$ cat src/hdl/hdbc_pkg.sv
// Shared constants, types and timing lookups for the dead time and blanking configuration block
package hdbc_pkg;

  // ----------------------------------------------------------------
  // Register indices (byte address is four times the index)
  // ----------------------------------------------------------------
  localparam logic [5:0] IDX_PAIR_MAP    = 6'h04;
  localparam logic [5:0] IDX_TIMING      = 6'h05;
  localparam logic [5:0] IDX_BANK        = 6'h10;
  localparam logic [5:0] IDX_STATUS      = 6'h11;

  // ----------------------------------------------------------------
  // Reset values and field layout
  // ----------------------------------------------------------------
  localparam logic [15:0] PAIR_MAP_RST   = 16'h0000;
  localparam logic [14:0] TIMING_RST     = 15'h4924;
  localparam logic        BANK_RST       = 1'b0;
  localparam logic        BANK_ACTIVE    = 1'b0;
  localparam logic        BANK_FREEWHEEL = 1'b1;
  localparam int          SEL_W          = 2;
  localparam int          CODE_W         = 3;
  localparam int          DEAD1_LSB      = 0;
  localparam int          BLANK1_LSB     = 3;
  localparam int          DEAD2_LSB      = 6;
  localparam int          BLANK2_LSB     = 9;
  localparam int          DEAD3_LSB      = 12;
  localparam int          RSVD_BIT       = 15;
  // External pair 3 and 4 codes: blank3, dead4, blank4
  localparam int          EXT_BLANK3_LSB = 0;
  localparam int          EXT_DEAD4_LSB  = 3;
  localparam int          EXT_BLANK4_LSB = 6;

  // ----------------------------------------------------------------
  // Half-bridge request codes
  // ----------------------------------------------------------------
  localparam logic [1:0] REQ_LS_ON       = 2'b01;
  localparam logic [1:0] REQ_HS_ON       = 2'b10;

  // ----------------------------------------------------------------
  // Timing: printed times in ns, counts at 40 MHz (rounded up)
  // ----------------------------------------------------------------
  localparam int CLK_PERIOD_NS = 25;
  localparam int T_375_NS      = 375;
  localparam int T_625_NS      = 625;
  localparam int T_1000_NS     = 1000;
  localparam int T_1250_NS     = 1250;
  localparam int T_1500_NS     = 1500;
  localparam int T_2000_NS     = 2000;
  localparam int T_3000_NS     = 3000;
  localparam int T_4000_NS     = 4000;
  localparam int T_16000_NS    = 16000;
  localparam int CNT_W         = 10;

  localparam logic [CNT_W-1:0] CYC_375   = CNT_W'((T_375_NS + CLK_PERIOD_NS - 1) / CLK_PERIOD_NS);
  localparam logic [CNT_W-1:0] CYC_625   = CNT_W'((T_625_NS + CLK_PERIOD_NS - 1) / CLK_PERIOD_NS);
  localparam logic [CNT_W-1:0] CYC_1000  = CNT_W'((T_1000_NS + CLK_PERIOD_NS - 1) / CLK_PERIOD_NS);
  localparam logic [CNT_W-1:0] CYC_1250  = CNT_W'((T_1250_NS + CLK_PERIOD_NS - 1) / CLK_PERIOD_NS);
  localparam logic [CNT_W-1:0] CYC_1500  = CNT_W'((T_1500_NS + CLK_PERIOD_NS - 1) / CLK_PERIOD_NS);
  localparam logic [CNT_W-1:0] CYC_2000  = CNT_W'((T_2000_NS + CLK_PERIOD_NS - 1) / CLK_PERIOD_NS);
  localparam logic [CNT_W-1:0] CYC_3000  = CNT_W'((T_3000_NS + CLK_PERIOD_NS - 1) / CLK_PERIOD_NS);
  localparam logic [CNT_W-1:0] CYC_4000  = CNT_W'((T_4000_NS + CLK_PERIOD_NS - 1) / CLK_PERIOD_NS);
  localparam logic [CNT_W-1:0] CYC_16000 = CNT_W'((T_16000_NS + CLK_PERIOD_NS - 1) / CLK_PERIOD_NS);

  // Dead time code to cycles
  function automatic logic [CNT_W-1:0] dead_cycles(input logic [CODE_W-1:0] code);
    unique case (code)
      3'h0: dead_cycles = CYC_375;
      3'h1: dead_cycles = CYC_625;
      3'h2: dead_cycles = CYC_1000;
      3'h3: dead_cycles = CYC_1500;
      3'h4: dead_cycles = CYC_2000;
      3'h5: dead_cycles = CYC_3000;
      3'h6: dead_cycles = CYC_4000;
      3'h7: dead_cycles = CYC_16000;
    endcase
  endfunction

  // Blanking time code to cycles
  function automatic logic [CNT_W-1:0] blank_cycles(input logic [CODE_W-1:0] code);
    unique case (code)
      3'h0: blank_cycles = CYC_625;
      3'h1: blank_cycles = CYC_1000;
      3'h2: blank_cycles = CYC_1250;
      3'h3: blank_cycles = CYC_1500;
      3'h4: blank_cycles = CYC_2000;
      3'h5: blank_cycles = CYC_3000;
      3'h6: blank_cycles = CYC_4000;
      3'h7: blank_cycles = CYC_16000;
    endcase
  endfunction

  // Per half-bridge switching states
  typedef enum logic [1:0] {
    ST_OFF   = 2'b00,
    ST_DEAD  = 2'b01,
    ST_DRIVE = 2'b10
  } hdbc_state_type;

endpackage

$ cat src/hdl/hdbc_top.sv
// Register bank and eight half-bridge sequencers for dead time and blanking selection
//
// The Avalon-MM interface to the registers was decided locally.
`timescale 1ns/100ps

module hdbc_top (
  // Clock and reset
  input  wire logic        mclk,
  input  wire logic        rst_b,
  // Avalon-MM slave
  input  wire logic [7:0]  avs_address,
  input  wire logic        avs_read,
  input  wire logic        avs_write,
  input  wire logic [3:0]  avs_byteenable,
  input  wire logic [31:0] avs_writedata,
  output logic [31:0]      avs_readdata,
  output logic             avs_waitrequest,
  // Pair 3 blanking and pair 4 dead and blanking codes held elsewhere
  input  wire logic [8:0]  act_ext_pair34,
  input  wire logic [8:0]  fw_ext_pair34,
  // Half-bridge control
  input  wire logic [15:0] hb_mode_req,
  input  wire logic [7:0]  hs_is_active,
  input  wire logic [7:0]  vds_raw,
  // Gate and fault outputs
  output logic [7:0]       hs_gate_on,
  output logic [7:0]       ls_gate_on,
  output logic [7:0]       vds_fault
);

  logic                    rst_meta_r;
  logic                    rst_q_r;
  logic [15:0]             pair_map_r;
  logic [14:0]             act_timing_r;
  logic [14:0]             fw_timing_r;
  logic                    bank_r;
  logic                    wait_r;
  logic [31:0]             rdata_r;
  logic [5:0]              idx;
  logic                    wr_take;
  logic                    rd_start;
  logic [15:0]             wr_mask;
  logic [15:0]             wr_word;
  logic [31:0]             rd_nxt;
  logic [2:0]              sel_act_dead [8];
  logic [2:0]              sel_act_blank [8];
  logic [2:0]              sel_fw_dead [8];
  logic [2:0]              sel_fw_blank [8];

  // ----------------------------------------------------------------
  // Reset release
  // ----------------------------------------------------------------

  // Release the asynchronous reset through two flip-flops
  always_ff @(posedge mclk or negedge rst_b) begin
    if (!rst_b) begin
      rst_meta_r <= 1'b0;
      rst_q_r    <= 1'b0;
    end else begin
      rst_meta_r <= 1'b1;
      rst_q_r    <= rst_meta_r;
    end
  end

  // ----------------------------------------------------------------
  // Bus decode
  // ----------------------------------------------------------------

  // Word index, write acceptance and byte-lane mask
  assign idx      = avs_address[7:2];
  assign wr_take  = avs_write && !wait_r;
  assign rd_start = avs_read && wait_r;
  assign wr_mask  = {{8{avs_byteenable[1]}}, {8{avs_byteenable[0]}}};
  assign wr_word  = avs_writedata[15:0];

  // One wait state, then the answer for exactly one cycle
  always_ff @(posedge mclk or negedge rst_q_r) begin
    if (!rst_q_r) begin
      wait_r <= 1'b1;
    end else begin
      wait_r <= !((avs_read || avs_write) && wait_r);
    end
  end

  // ----------------------------------------------------------------
  // Register writes
  // ----------------------------------------------------------------

  // Pair map, one 2-bit selector per half-bridge
  always_ff @(posedge mclk or negedge rst_q_r) begin
    if (!rst_q_r) begin
      pair_map_r <= hdbc_pkg::PAIR_MAP_RST;
    end else if (wr_take && idx == hdbc_pkg::IDX_PAIR_MAP) begin
      pair_map_r <= (pair_map_r & ~wr_mask) | (wr_word & wr_mask);
    end
  end

  // Active and freewheeling timing sets share one offset, split by bank
  always_ff @(posedge mclk or negedge rst_q_r) begin
    if (!rst_q_r) begin
      act_timing_r <= hdbc_pkg::TIMING_RST;
      fw_timing_r  <= hdbc_pkg::TIMING_RST;
    end else if (wr_take && idx == hdbc_pkg::IDX_TIMING) begin
      if (bank_r == hdbc_pkg::BANK_ACTIVE) begin
        act_timing_r <= (act_timing_r & ~wr_mask[14:0]) | (wr_word[14:0] & wr_mask[14:0]);
      end else begin
        fw_timing_r <= (fw_timing_r & ~wr_mask[14:0]) | (wr_word[14:0] & wr_mask[14:0]);
      end
    end
  end

  // Register bank select
  always_ff @(posedge mclk or negedge rst_q_r) begin
    if (!rst_q_r) begin
      bank_r <= hdbc_pkg::BANK_RST;
    end else if (wr_take && idx == hdbc_pkg::IDX_BANK && avs_byteenable[0]) begin
      bank_r <= avs_writedata[0];
    end
  end

  // ----------------------------------------------------------------
  // Register reads
  // ----------------------------------------------------------------

  // Read mux; reserved and unmapped bits read zero
  always_comb begin
    rd_nxt = 32'h0000_0000;
    unique case (idx)
      hdbc_pkg::IDX_PAIR_MAP: rd_nxt = {16'h0000, pair_map_r};
      hdbc_pkg::IDX_TIMING: begin
        if (bank_r == hdbc_pkg::BANK_ACTIVE) begin
          rd_nxt = {17'h00000, act_timing_r};
        end else begin
          rd_nxt = {17'h00000, fw_timing_r};
        end
      end
      hdbc_pkg::IDX_BANK:   rd_nxt = {31'h0000_0000, bank_r};
      hdbc_pkg::IDX_STATUS: rd_nxt = {8'h00, vds_fault, ls_gate_on, hs_gate_on};
      default:              rd_nxt = 32'h0000_0000;
    endcase
  end

  // Read data captured with the answer and held until the next read
  always_ff @(posedge mclk or negedge rst_q_r) begin
    if (!rst_q_r) begin
      rdata_r <= 32'h0000_0000;
    end else if (rd_start) begin
      rdata_r <= rd_nxt;
    end
  end

  assign avs_readdata    = rdata_r;
  assign avs_waitrequest = wait_r;

  // ----------------------------------------------------------------
  // Half-bridge sequencers
  // ----------------------------------------------------------------

  genvar n;
  generate
    for (n = 0; n < 8; n = n + 1) begin : g_hb
      // Pick the dead and blanking codes of the mapped pair for both sets
      always_comb begin
        unique case (pair_map_r[2*n +: hdbc_pkg::SEL_W])
          2'b00: begin
            sel_act_dead[n]  = act_timing_r[hdbc_pkg::DEAD1_LSB +: hdbc_pkg::CODE_W];
            sel_act_blank[n] = act_timing_r[hdbc_pkg::BLANK1_LSB +: hdbc_pkg::CODE_W];
            sel_fw_dead[n]   = fw_timing_r[hdbc_pkg::DEAD1_LSB +: hdbc_pkg::CODE_W];
            sel_fw_blank[n]  = fw_timing_r[hdbc_pkg::BLANK1_LSB +: hdbc_pkg::CODE_W];
          end
          2'b01: begin
            sel_act_dead[n]  = act_timing_r[hdbc_pkg::DEAD2_LSB +: hdbc_pkg::CODE_W];
            sel_act_blank[n] = act_timing_r[hdbc_pkg::BLANK2_LSB +: hdbc_pkg::CODE_W];
            sel_fw_dead[n]   = fw_timing_r[hdbc_pkg::DEAD2_LSB +: hdbc_pkg::CODE_W];
            sel_fw_blank[n]  = fw_timing_r[hdbc_pkg::BLANK2_LSB +: hdbc_pkg::CODE_W];
          end
          2'b10: begin
            sel_act_dead[n]  = act_timing_r[hdbc_pkg::DEAD3_LSB +: hdbc_pkg::CODE_W];
            sel_act_blank[n] = act_ext_pair34[hdbc_pkg::EXT_BLANK3_LSB +: hdbc_pkg::CODE_W];
            sel_fw_dead[n]   = fw_timing_r[hdbc_pkg::DEAD3_LSB +: hdbc_pkg::CODE_W];
            sel_fw_blank[n]  = fw_ext_pair34[hdbc_pkg::EXT_BLANK3_LSB +: hdbc_pkg::CODE_W];
          end
          2'b11: begin
            sel_act_dead[n]  = act_ext_pair34[hdbc_pkg::EXT_DEAD4_LSB +: hdbc_pkg::CODE_W];
            sel_act_blank[n] = act_ext_pair34[hdbc_pkg::EXT_BLANK4_LSB +: hdbc_pkg::CODE_W];
            sel_fw_dead[n]   = fw_ext_pair34[hdbc_pkg::EXT_DEAD4_LSB +: hdbc_pkg::CODE_W];
            sel_fw_blank[n]  = fw_ext_pair34[hdbc_pkg::EXT_BLANK4_LSB +: hdbc_pkg::CODE_W];
          end
        endcase
      end

      hdbc_bridge u_bridge (
        .mclk         (mclk),
        .rst_q_b      (rst_q_r),
        .mode_req     (hb_mode_req[2*n +: 2]),
        .hs_is_active (hs_is_active[n]),
        .vds_raw      (vds_raw[n]),
        .act_dead     (sel_act_dead[n]),
        .act_blank    (sel_act_blank[n]),
        .fw_dead      (sel_fw_dead[n]),
        .fw_blank     (sel_fw_blank[n]),
        .hs_on_r      (hs_gate_on[n]),
        .ls_on_r      (ls_gate_on[n]),
        .vds_fault_r  (vds_fault[n])
      );
    end
  endgenerate

  // ----------------------------------------------------------------
  // Checks
  // ----------------------------------------------------------------
  property p_map_reset;
    @(posedge mclk) disable iff (!rst_q_r) $rose(rst_q_r) |-> (pair_map_r == 16'h0000);
  endproperty
  a_map_reset: assert property (p_map_reset)
    else $error("Pair map not zero after reset");

  property p_timing_reset;
    @(posedge mclk) disable iff (!rst_q_r)
      $rose(rst_q_r) |-> (act_timing_r == 15'h4924 && fw_timing_r == 15'h4924);
  endproperty
  a_timing_reset: assert property (p_timing_reset)
    else $error("Timing sets not at 0x4924 after reset");

  property p_rsvd_zero;
    @(posedge mclk) disable iff (!rst_q_r)
      (avs_read && !wait_r && $past(idx) == hdbc_pkg::IDX_TIMING) |-> !avs_readdata[15];
  endproperty
  a_rsvd_zero: assert property (p_rsvd_zero)
    else $error("Reserved timing bit read as one");

  property p_bank0_write;
    @(posedge mclk) disable iff (!rst_q_r)
      (wr_take && idx == hdbc_pkg::IDX_TIMING && !bank_r && avs_byteenable[1:0] == 2'h3)
        |=> (act_timing_r == $past(avs_writedata[14:0])) && $stable(fw_timing_r);
  endproperty
  a_bank0_write: assert property (p_bank0_write)
    else $error("Bank 0 timing write misrouted");

  property p_bank1_write;
    @(posedge mclk) disable iff (!rst_q_r)
      (wr_take && idx == hdbc_pkg::IDX_TIMING && bank_r && avs_byteenable[1:0] == 2'h3)
        |=> (fw_timing_r == $past(avs_writedata[14:0])) && $stable(act_timing_r);
  endproperty
  a_bank1_write: assert property (p_bank1_write)
    else $error("Bank 1 timing write misrouted");

  property p_hb8_pair;
    @(posedge mclk) disable iff (!rst_q_r)
      (pair_map_r[15:14] == 2'b11) |-> (sel_act_dead[7] == act_ext_pair34[5:3]);
  endproperty
  a_hb8_pair: assert property (p_hb8_pair)
    else $error("Half-bridge 8 not on pair 4 dead time");

  property p_hb1_pair;
    @(posedge mclk) disable iff (!rst_q_r)
      (pair_map_r[1:0] == 2'b00) |-> (sel_fw_blank[0] == fw_timing_r[5:3]);
  endproperty
  a_hb1_pair: assert property (p_hb1_pair)
    else $error("Half-bridge 1 not on pair 1 blanking time");

  property p_answer;
    @(posedge mclk) disable iff (!rst_q_r)
      ((avs_read || avs_write) && wait_r) |=> !wait_r ##1 wait_r;
  endproperty
  a_answer: assert property (p_answer)
    else $error("Bus answer not given after one wait state");

endmodule // hdbc_top

$ cat src/hdl/hdbc_bridge.sv
// One half-bridge switching sequencer with dead time and drain-source blanking
`timescale 1ns/100ps
module hdbc_bridge (
  // Clock and reset
  input  wire logic       mclk,
  input  wire logic       rst_q_b,
  // Request and monitor
  input  wire logic [1:0] mode_req,
  input  wire logic       hs_is_active,
  input  wire logic       vds_raw,
  // Selected timing codes
  input  wire logic [2:0] act_dead,
  input  wire logic [2:0] act_blank,
  input  wire logic [2:0] fw_dead,
  input  wire logic [2:0] fw_blank,
  // Gate and fault outputs
  output logic            hs_on_r,
  output logic            ls_on_r,
  output logic            vds_fault_r
);

  hdbc_pkg::hdbc_state_type        state_r;
  logic                            tgt_hs_r;
  logic [hdbc_pkg::CNT_W-1:0]      dead_cnt_r;
  logic [hdbc_pkg::CNT_W-1:0]      blank_cnt_r;
  logic                            want_hs;
  logic                            want_on;
  logic                            new_is_act;
  logic                            cur_is_act;
  logic [hdbc_pkg::CNT_W-1:0]      dead_load;
  logic [hdbc_pkg::CNT_W-1:0]      blank_load;
  logic                            go_drive;
  logic                            go_off;
  logic                            sw_evt;

  // Request decode and timing set selection, active or freewheeling
  assign want_hs    = (mode_req == hdbc_pkg::REQ_HS_ON);
  assign want_on    = want_hs | (mode_req == hdbc_pkg::REQ_LS_ON);
  assign new_is_act = want_hs ? hs_is_active : ~hs_is_active;
  assign cur_is_act = tgt_hs_r ? hs_is_active : ~hs_is_active;
  assign dead_load  = hdbc_pkg::dead_cycles(new_is_act ? act_dead : fw_dead) - 10'h001;
  assign blank_load = hdbc_pkg::blank_cycles(cur_is_act ? act_blank : fw_blank) - 10'h001;
  assign go_drive   = (state_r == hdbc_pkg::ST_DEAD) && want_on && (want_hs == tgt_hs_r)
                      && (dead_cnt_r == 10'h000);
  assign go_off     = (state_r == hdbc_pkg::ST_DRIVE) && (!want_on || (want_hs != tgt_hs_r));
  assign sw_evt     = go_drive | go_off;

  // Switching sequence: both gates off through the dead time before turn-on
  always_ff @(posedge mclk or negedge rst_q_b) begin
    if (!rst_q_b) begin
      state_r    <= hdbc_pkg::ST_OFF;
      tgt_hs_r   <= 1'b0;
      dead_cnt_r <= 10'h000;
      hs_on_r    <= 1'b0;
      ls_on_r    <= 1'b0;
    end else begin
      unique case (state_r)
        hdbc_pkg::ST_OFF: begin
          if (want_on) begin
            state_r    <= hdbc_pkg::ST_DEAD;
            tgt_hs_r   <= want_hs;
            dead_cnt_r <= dead_load;
          end
        end
        hdbc_pkg::ST_DEAD: begin
          if (!want_on) begin
            state_r <= hdbc_pkg::ST_OFF;
          end else if (want_hs != tgt_hs_r) begin
            tgt_hs_r   <= want_hs;
            dead_cnt_r <= dead_load;
          end else if (go_drive) begin
            state_r <= hdbc_pkg::ST_DRIVE;
            hs_on_r <= tgt_hs_r;
            ls_on_r <= ~tgt_hs_r;
          end else begin
            dead_cnt_r <= dead_cnt_r - 10'h001;
          end
        end
        hdbc_pkg::ST_DRIVE: begin
          if (go_off) begin
            hs_on_r <= 1'b0;
            ls_on_r <= 1'b0;
            if (!want_on) begin
              state_r <= hdbc_pkg::ST_OFF;
            end else begin
              state_r    <= hdbc_pkg::ST_DEAD;
              tgt_hs_r   <= want_hs;
              dead_cnt_r <= dead_load;
            end
          end
        end
        default: begin
          state_r <= hdbc_pkg::ST_OFF;
          hs_on_r <= 1'b0;
          ls_on_r <= 1'b0;
        end
      endcase
    end
  end

  // Blanking counter restarted on every gate edge
  always_ff @(posedge mclk or negedge rst_q_b) begin
    if (!rst_q_b) begin
      blank_cnt_r <= 10'h000;
    end else if (sw_evt) begin
      blank_cnt_r <= blank_load;
    end else if (blank_cnt_r != 10'h000) begin
      blank_cnt_r <= blank_cnt_r - 10'h001;
    end
  end

  // Drain-source fault passes only outside the blanking window
  always_ff @(posedge mclk or negedge rst_q_b) begin
    if (!rst_q_b) begin
      vds_fault_r <= 1'b0;
    end else begin
      vds_fault_r <= vds_raw && (blank_cnt_r == 10'h000) && !sw_evt;
    end
  end

  // ----------------------------------------------------------------
  // Checks
  // ----------------------------------------------------------------
  property p_never_both;
    @(posedge mclk) disable iff (!rst_q_b) !(hs_on_r && ls_on_r);
  endproperty
  a_never_both: assert property (p_never_both)
    else $error("Both gates of a half-bridge are on");

  property p_min_dead;
    @(posedge mclk) disable iff (!rst_q_b)
      $rose(hs_on_r) |-> $past(!hs_on_r && !ls_on_r, 15);
  endproperty
  a_min_dead: assert property (p_min_dead)
    else $error("High-side turned on without a full dead time");

  property p_blank_mask;
    @(posedge mclk) disable iff (!rst_q_b)
      (blank_cnt_r != 10'h000) |=> !vds_fault_r;
  endproperty
  a_blank_mask: assert property (p_blank_mask)
    else $error("Drain-source fault passed during blanking");

  property p_blank_start;
    @(posedge mclk) disable iff (!rst_q_b)
      ($changed(hs_on_r) || $changed(ls_on_r)) |-> (blank_cnt_r != 10'h000);
  endproperty
  a_blank_start: assert property (p_blank_start)
    else $error("Blanking not started on a gate edge");

endmodule // hdbc_bridge

$ cat config.mk
export PLATFORM = sky130hd
export DESIGN_NAME = hdbc_top
export DESIGN_NICKNAME = d
export VERILOG_FILES = /design/src/hdl/hdbc_pkg.sv /design/src/hdl/hdbc_top.sv /design/src/hdl/hdbc_bridge.sv
export SDC_FILE = /design/constraint.sdc
export NUM_CORES = 1
export LEC_CHECK = 0
export ABC_AREA = 0
export BUFFER_PORTS_ARGS = -buffer_cell sky130_fd_sc_hd__buf_2
export CORE_MARGIN = 2
export CORE_UTILIZATION = 50
export CTS_BUF_LIST = sky130_fd_sc_hd__clkbuf_2
export DETAILED_ROUTE_END_ITERATION = 7
export PLACE_DENSITY = 0.69
export SETUP_SLACK_MARGIN = 0.15
export SLEW_MARGIN = 20
export SYNTH_ARGS = -nofsm -noshare
export SYNTH_HDL_FRONTEND = slang
export SYNTH_SLANG_ARGS = --single-unit
$ cat constraint.sdc
create_clock -name mclk -period 10.2 [get_ports mclk]
set_input_delay 1.53 -clock mclk [delete_from_list [all_inputs] [get_ports mclk]]
set_output_delay 1.53 -clock mclk [all_outputs]
set_load 0.005 [all_outputs]
Word level (Yosys, flattened, before mapping)
Memories as Yosys holds them, arrays and structs flattened.
Cells that the tools add are included.

operators by class
  add/sub/neg operators = 32
  multiply operators = 0
  div/mod/pow operators = 0
  order comparisons = 0
  equal/unequal tests = 148
  shifts and indexed selects = 0
  muxes and demuxes = 298
  bitwise gates (word level) = 51
  reduce and logical (&&, ||, !) cells = 172

operators with widths
  operator               count
  $mux 10                56
  $pmux 3 s4             32
  $sub 10x1->10 const B  32
  $pmux 10 s3            8
  $logic_not 10->1       16
  $mux 1                 112
  $pmux 24 s4            1
  $reduce_and 4->1       24
  $mux 2                 40
  $reduce_bool 10->1     8
  $ne 3x3->1 const B     24
  $pmux 1 s3             24
  $eq 2x2->1 const B     32
  $ne 2x1->1 const B     32
  $logic_and 1x1->1      55
  $eq 2x1->1 const B     24
  $mux 3                 16
  $pmux 2 s3             8
  $and 15x15->15         3
  $reduce_and 5->1       8
  $and 16x16->16         2
  $logic_not 2->1        16
  $ne 2x2->1 const B     16
  $or 15x15->15          2
  15 further kinds       110

word-level totals
  bits in registers = 290
  latch bits = 0
  memory bits (writable) = 0
  memory bits (read-only) = 1152
  input port bits = 98
  output and inout bits = 57
  word-level logic and storage cells = 781
  memories kept = 16

memories
  memory           words  bits a word  read ports  clocked after memory_dff  wr ports  line            RTL
  (no name shown)  8      9            1           0                         0         hdbc_pkg.sv:80  unique case (code)
  (no name shown)  8      9            1           0                         0         hdbc_pkg.sv:66  unique case (code)
  (no name shown)  8      9            1           0                         0         hdbc_pkg.sv:80
  (no name shown)  8      9            1           0                         0         hdbc_pkg.sv:66
  (no name shown)  8      9            1           0                         0         hdbc_pkg.sv:80
  (no name shown)  8      9            1           0                         0         hdbc_pkg.sv:66
  +10 memories     -      -            -           -                         -         -

Depth between registers and ports, before layout
  depth after elaboration = 9
  mapped depth = 14
  depth with buffers taken out = 12

By module
Synthesis repeated with hierarchy kept, for this count alone.

second synthesis, totals
  cell total of the unflattened synthesis = 2164
  area total of the unflattened synthesis = 20918.8 um^2

modules (own cells, without submodules)
  module                              times used  cells an instance  area each (um^2)  seq. area each (um^2)
  hdbc_bridge (g_hb[0].u_bridge ...)  6           224                1920.6            650.6
  hdbc_top                            1           384                5594.1            1865.5
  hdbc_bridge (g_hb[6].u_bridge)      1           219                1906.8            650.6
  hdbc_bridge (g_hb[7].u_bridge)      1           217                1894.3            650.6

Worst setup path after synthesis
No wires, ideal clock.

  kind = input port to flip-flop
  from = input port hb_mode_req[2]
  to = register g_hb[1].u_bridge.blank_cnt_r[6] in the netlist's numbering
  library setup time = 125 ps
  arrival time = 4062 ps
  data required time = 10075 ps
  path slack = 6013 ps
  cell stages on the path = 13
  path buffers = 2
  cell sequence = inv_1 ha_1 xnor2_1 a21oi_1 a31oi_1 clkbuf_1 clkbuf_1 nor2_1 a21oi_1 ha_1 nand2_1 nor3b_1 mux2_2

on the way
  longest elaborated chain between the ends = 7
  elaborated cells between the ends (all ways) = 14
  those cells by class = eq/ne: 4; mux: 1; bitwise: 2; reduce/logical: 7

ends and longest elaborated chain
  element                                                line                                  RTL
  start: declaration                                     hdbc_top.sv:22                        input wire logic [15:0] hb_mode_req,
  $eq 2x2->1 *                                           hdbc_bridge.sv:37                     assign want_hs = (mode_req == hdbc_pkg::REQ_HS_ON);
  via g_hb[1].u_bridge.want_hs                           hdbc_bridge.sv:26                     logic want_hs;
  $or 1x1->1                                             hdbc_bridge.sv:38                     assign want_on = want_hs | (mode_req == hdbc_pkg::REQ_LS_ON);
  $logic_and 1x1->1 or $logic_not 1->1 (tied branches)   hdbc_bridge.sv:43, hdbc_bridge.sv:45
  $logic_and 1x1->1 or $logic_or 1x1->1 (tied branches)  hdbc_bridge.sv:43, hdbc_bridge.sv:45
  $logic_and 1x1->1 (on tied branches)                   hdbc_bridge.sv:44, hdbc_bridge.sv:45
  $or 1x1->1 *                                           hdbc_bridge.sv:46                     assign sw_evt = go_drive | go_off;
  $mux 10 or $reduce_bool 2->1 (tied branches)           -
  end signal: assignment                                 hdbc_bridge.sv:106                    blank_cnt_r <= blank_load;
  end signal: assignment                                 hdbc_bridge.sv:108                    blank_cnt_r <= blank_cnt_r - 10'h001;
  end: declaration                                       hdbc_bridge.sv:25                     logic [hdbc_pkg::CNT_W-1:0] blank_cnt_r;

Mark *: on every way through the listed nets, which the timed path passes. The rest lies on a longest branch.
A chain may end at the register's enable or synchronous reset.

==> summary.md <==
| Metric | Value |
|---|---|
| Top cells by area, synth | `dfrtp_1, mux4_2, mux2_2` |
| Fin Clk Skew | `74.47 ps` |
| Max-cap viol count | `0` |
| Placed inst area | `0.02082 mm2` |
| Clock root buffer | `clkbuf_2` |
| Fmax | `0.2581 GHz` |
| Worst Slack Setup Final | `6325 ps` |
| Post-route total power | `3.571 mW` |
| Post-synth cell types | `78` |
| Final TNS setup | `0 ps` |
| Wirelength, routed | `55360 um` |
| DRC violations left | `0` |
| Slew Viols, Final | `0` |
| Clock latency on the worst-skew pair | `1080 ps` |
| Worst setup SP type | `flop` |
| DRT iter0 DRCs | `1727` |
| Port Buffers | `126` |
| DR top layer | `met5` |
| Unrepaired setup endpoints after global routing | `false` |
| Crit path kind | `reg -> reg` |
| Filler Cells Inserted | `3628` |
| Slowest-stage cell, CP | `dfrtp_1` |
| DPL Wire Length | `38890 um` |
| TritonCTS clock tree | `yes` |
| CTS max path bufs | `3` |
| Ys Warns | `0` |
| Hold buffers post-CTS | `0` |
| Worst Reg2Reg Path Length in Cells | `9` |
| Register Area | `0.007074 mm2` |
| Rel. slew slack | `0.3115` |
| Synth top area share | `0.3397` |
| Top_reg_cell synth | `dfrtp_1` |
| Global-route wire length before repair | `87690 um` |
| H-tree Lvls | `3` |
| Num CTS Buffers | `82` |
| Final ANT Viol Nets | `0` |
| Hold Crit Class | `in -> async` |
| Seq/Total Area, Yosys | `0.3542` |
| Reg2Reg Setup Slack | `6330 ps` |
| DRT Pass-1 Iters | `6` |
| Initial core utilization | `0.5048` |
| Leak | `9.331 nW` |
| Syn Area/Cell | `9.430 um2` |
| Outcome | `finished clean` |
| Worst Path Max Fanout | `22` |
| Vias per std cell | `6.153` |
| Die Area | `0.04154 mm2` |
| Critical Path AT | `4760 ps` |
| Yosys top cell by area | `dfrtp_1` |
| Area delta synth->final | `8.254%` |
| Final Hold Vio Count | `0` |
| Met2 WL | `24340 um` |
| Tcrit/Tclk final | `0.3799` |
| Core Area | `0.03955 mm2` |
| Total grt overflow | `0` |
| Wire length on met1 | `22950 um` |
| Most frequent cell after synthesis | `dfrtp_1` |
| IO Pins | `155` |
| Worst stage delay on the critical path | `1030 ps` |
| Post-CTS Setup Inserts | `0` |
| Least-Margin Pin Slew | `1033 ps` |
| Synth cell count leaders | `dfrtp_1, nor2_1, o21ai_0` |
| Number of flops mapped to enable cells by yosys | `0` |
| Pre-CTS WS | `5484 ps` |
| Pwr dens | `165.3 mW/mm2` |
| GPL Wtd Cong | `0.9818` |
| Post-synth ARST share | `1.000` |
| Setup violators final | `0` |
| Worst path required time | `11080 ps` |
| Hold Slack | `257.0 ps` |
| Synth Register Bits | `282` |
| Largest net degree at the start of global routing | `141` |
| Clock sinks | `282` |
| Clk pin slew, worst setup/hold paths | `90 ps` |
| DIE WIDTH | `203.8 um` |
| Cell area after synthesis | `0.01996 mm2` |
| Cells after Synth | `2117` |
| GRT Total Usage | `0.2685` |
| Post-route cell area | `0.02161 mm2` |
| Peak supply drop | `0.1126 mV` |
| Num rows | `73` |
| CP cell instances | `mux4_2 -> mux2i_1 -> inv_1 -> ha_1 -> inv_1 -> o31ai_1 -> o21ai_0 -> a21oi_1 -> o21ai_0` |
| Footprint of the multi-input gates | `0.01204 mm2` |
| Vias | `17370` |
| Die Span Y | `203.8 um` |
| Antenna violations before repair | `20` |
| Final min period | `3875 ps` |
| WL met3 | `5621 um` |
| WL per Instance | `19.61 um` |
| Fraction of layout cells with a size suffix above 1 | `0.2101` |
| Endpoint class of the critical path | `flop` |
| Vias in the first global route | `16430` |
| RR Endpoint | `g_hb[1].u_bridge.dead_cnt_r[3]` |
| # nets final | `2388` |
| Post_cts resized | `0` |
worst max-delay path, delay by kind of cell (launching register included):
| kind | cells | cell delay, ps |
|---|---|---|
| buf+inv | 2 | 270 |
| compound gates | 4 | 660 |
| fa+ha+maj | 1 | 410 |
| flops | 1 | 1030 |
| mux | 2 | 1370 |
cell families (layout without fill, tap and decap cells):
logic type | count (synthesis) | count (layout) | synth area share
simple gates | 685 | 685 | 0.1643
compound gates | 541 | 541 | 0.1716
flops | 282 | 282 | 0.3542
mux | 248 | 248 | 0.1846
buf+inv | 203 | 364 | 0.04488
xor+xnor | 93 | 93 | 0.04080
fa+ha+maj | 63 | 63 | 0.03924
other cells | 2 | 22 | 0.0003762
where the power goes:
part           internal [mW]  switching [mW]
combinational          0.507           0.627
clock                  0.345           0.509
sequential              1.35           0.238
total                   2.20            1.37
cell usage in the layout (no fill, tap or decap), types with 14 or more instances in the layout:
cell type / instances
xnor2_1: 45
clkinv_1: 23
ha_1: 61
mux2_2: 92
nand2b_1: 22
o211ai_1: 20
clkbuf_2: 112
nor4_1: 18
nor2_1: 228
a31oi_1: 26
nor3_1: 69
nor2b_1: 26
buf_4: 14
mux4_2: 87
xor2_1: 48
inv_1: 82
mux2i_1: 69
buf_2: 126
nand2_1: 163
and2_1: 21
a22oi_1: 27
o22a_1: 21
or3_1: 22
dfrtp_1: 270
a21oi_1: 122
nand3_1: 38
o21ai_0: 179
metrics by stage:
stage / cells / util
2_1_floorplan: 2124 / -
3_3_place_gp: 2669 / 0.5265
3_5_place_dp: 2669 / 0.5265
4_1_cts: 2809 / 0.5448
5_1_grt: 2818 / 0.5461
6_report: 2823 / 0.5464
worst max path at each step:
stage	slack, ps	from	depth (start not counted)	endpoint
after floorplan	1780	rst_q_r	0	asynchronous set/reset pin
after global placement	5550	hb_mode_req[2]	12	g_hb[1].u_bridge.dead_cnt_r[3]
after detailed placement	5480	hb_mode_req[2]	12	g_hb[1].u_bridge.dead_cnt_r[3]
after CTS	6350	flop	9	g_hb[1].u_bridge.dead_cnt_r[3]
after global routing	6050	flop	9	g_hb[1].u_bridge.dead_cnt_r[3]
final	6330	flop	9	g_hb[1].u_bridge.dead_cnt_r[3]
final cells by class:
class	count	share of cell area
Timing Repair Buffer	142	0.03590
Multi-Input combinational cell	1639	0.5572
Tap cell	525	0.03040
Clock inverter	28	0.007469
Inverter	82	0.01424
Sequential cell	282	0.3274
Antenna cell	13	0.001505
Clock buffer	112	0.02594
layer usage:
metal  up-vias  GRT usage
met5         -          0
met4        16     0.1272
met3       147    0.08418
met2       779     0.3977
met1      8362     0.3583
li1       8066          -
Power figures use the tool's default switching activity.
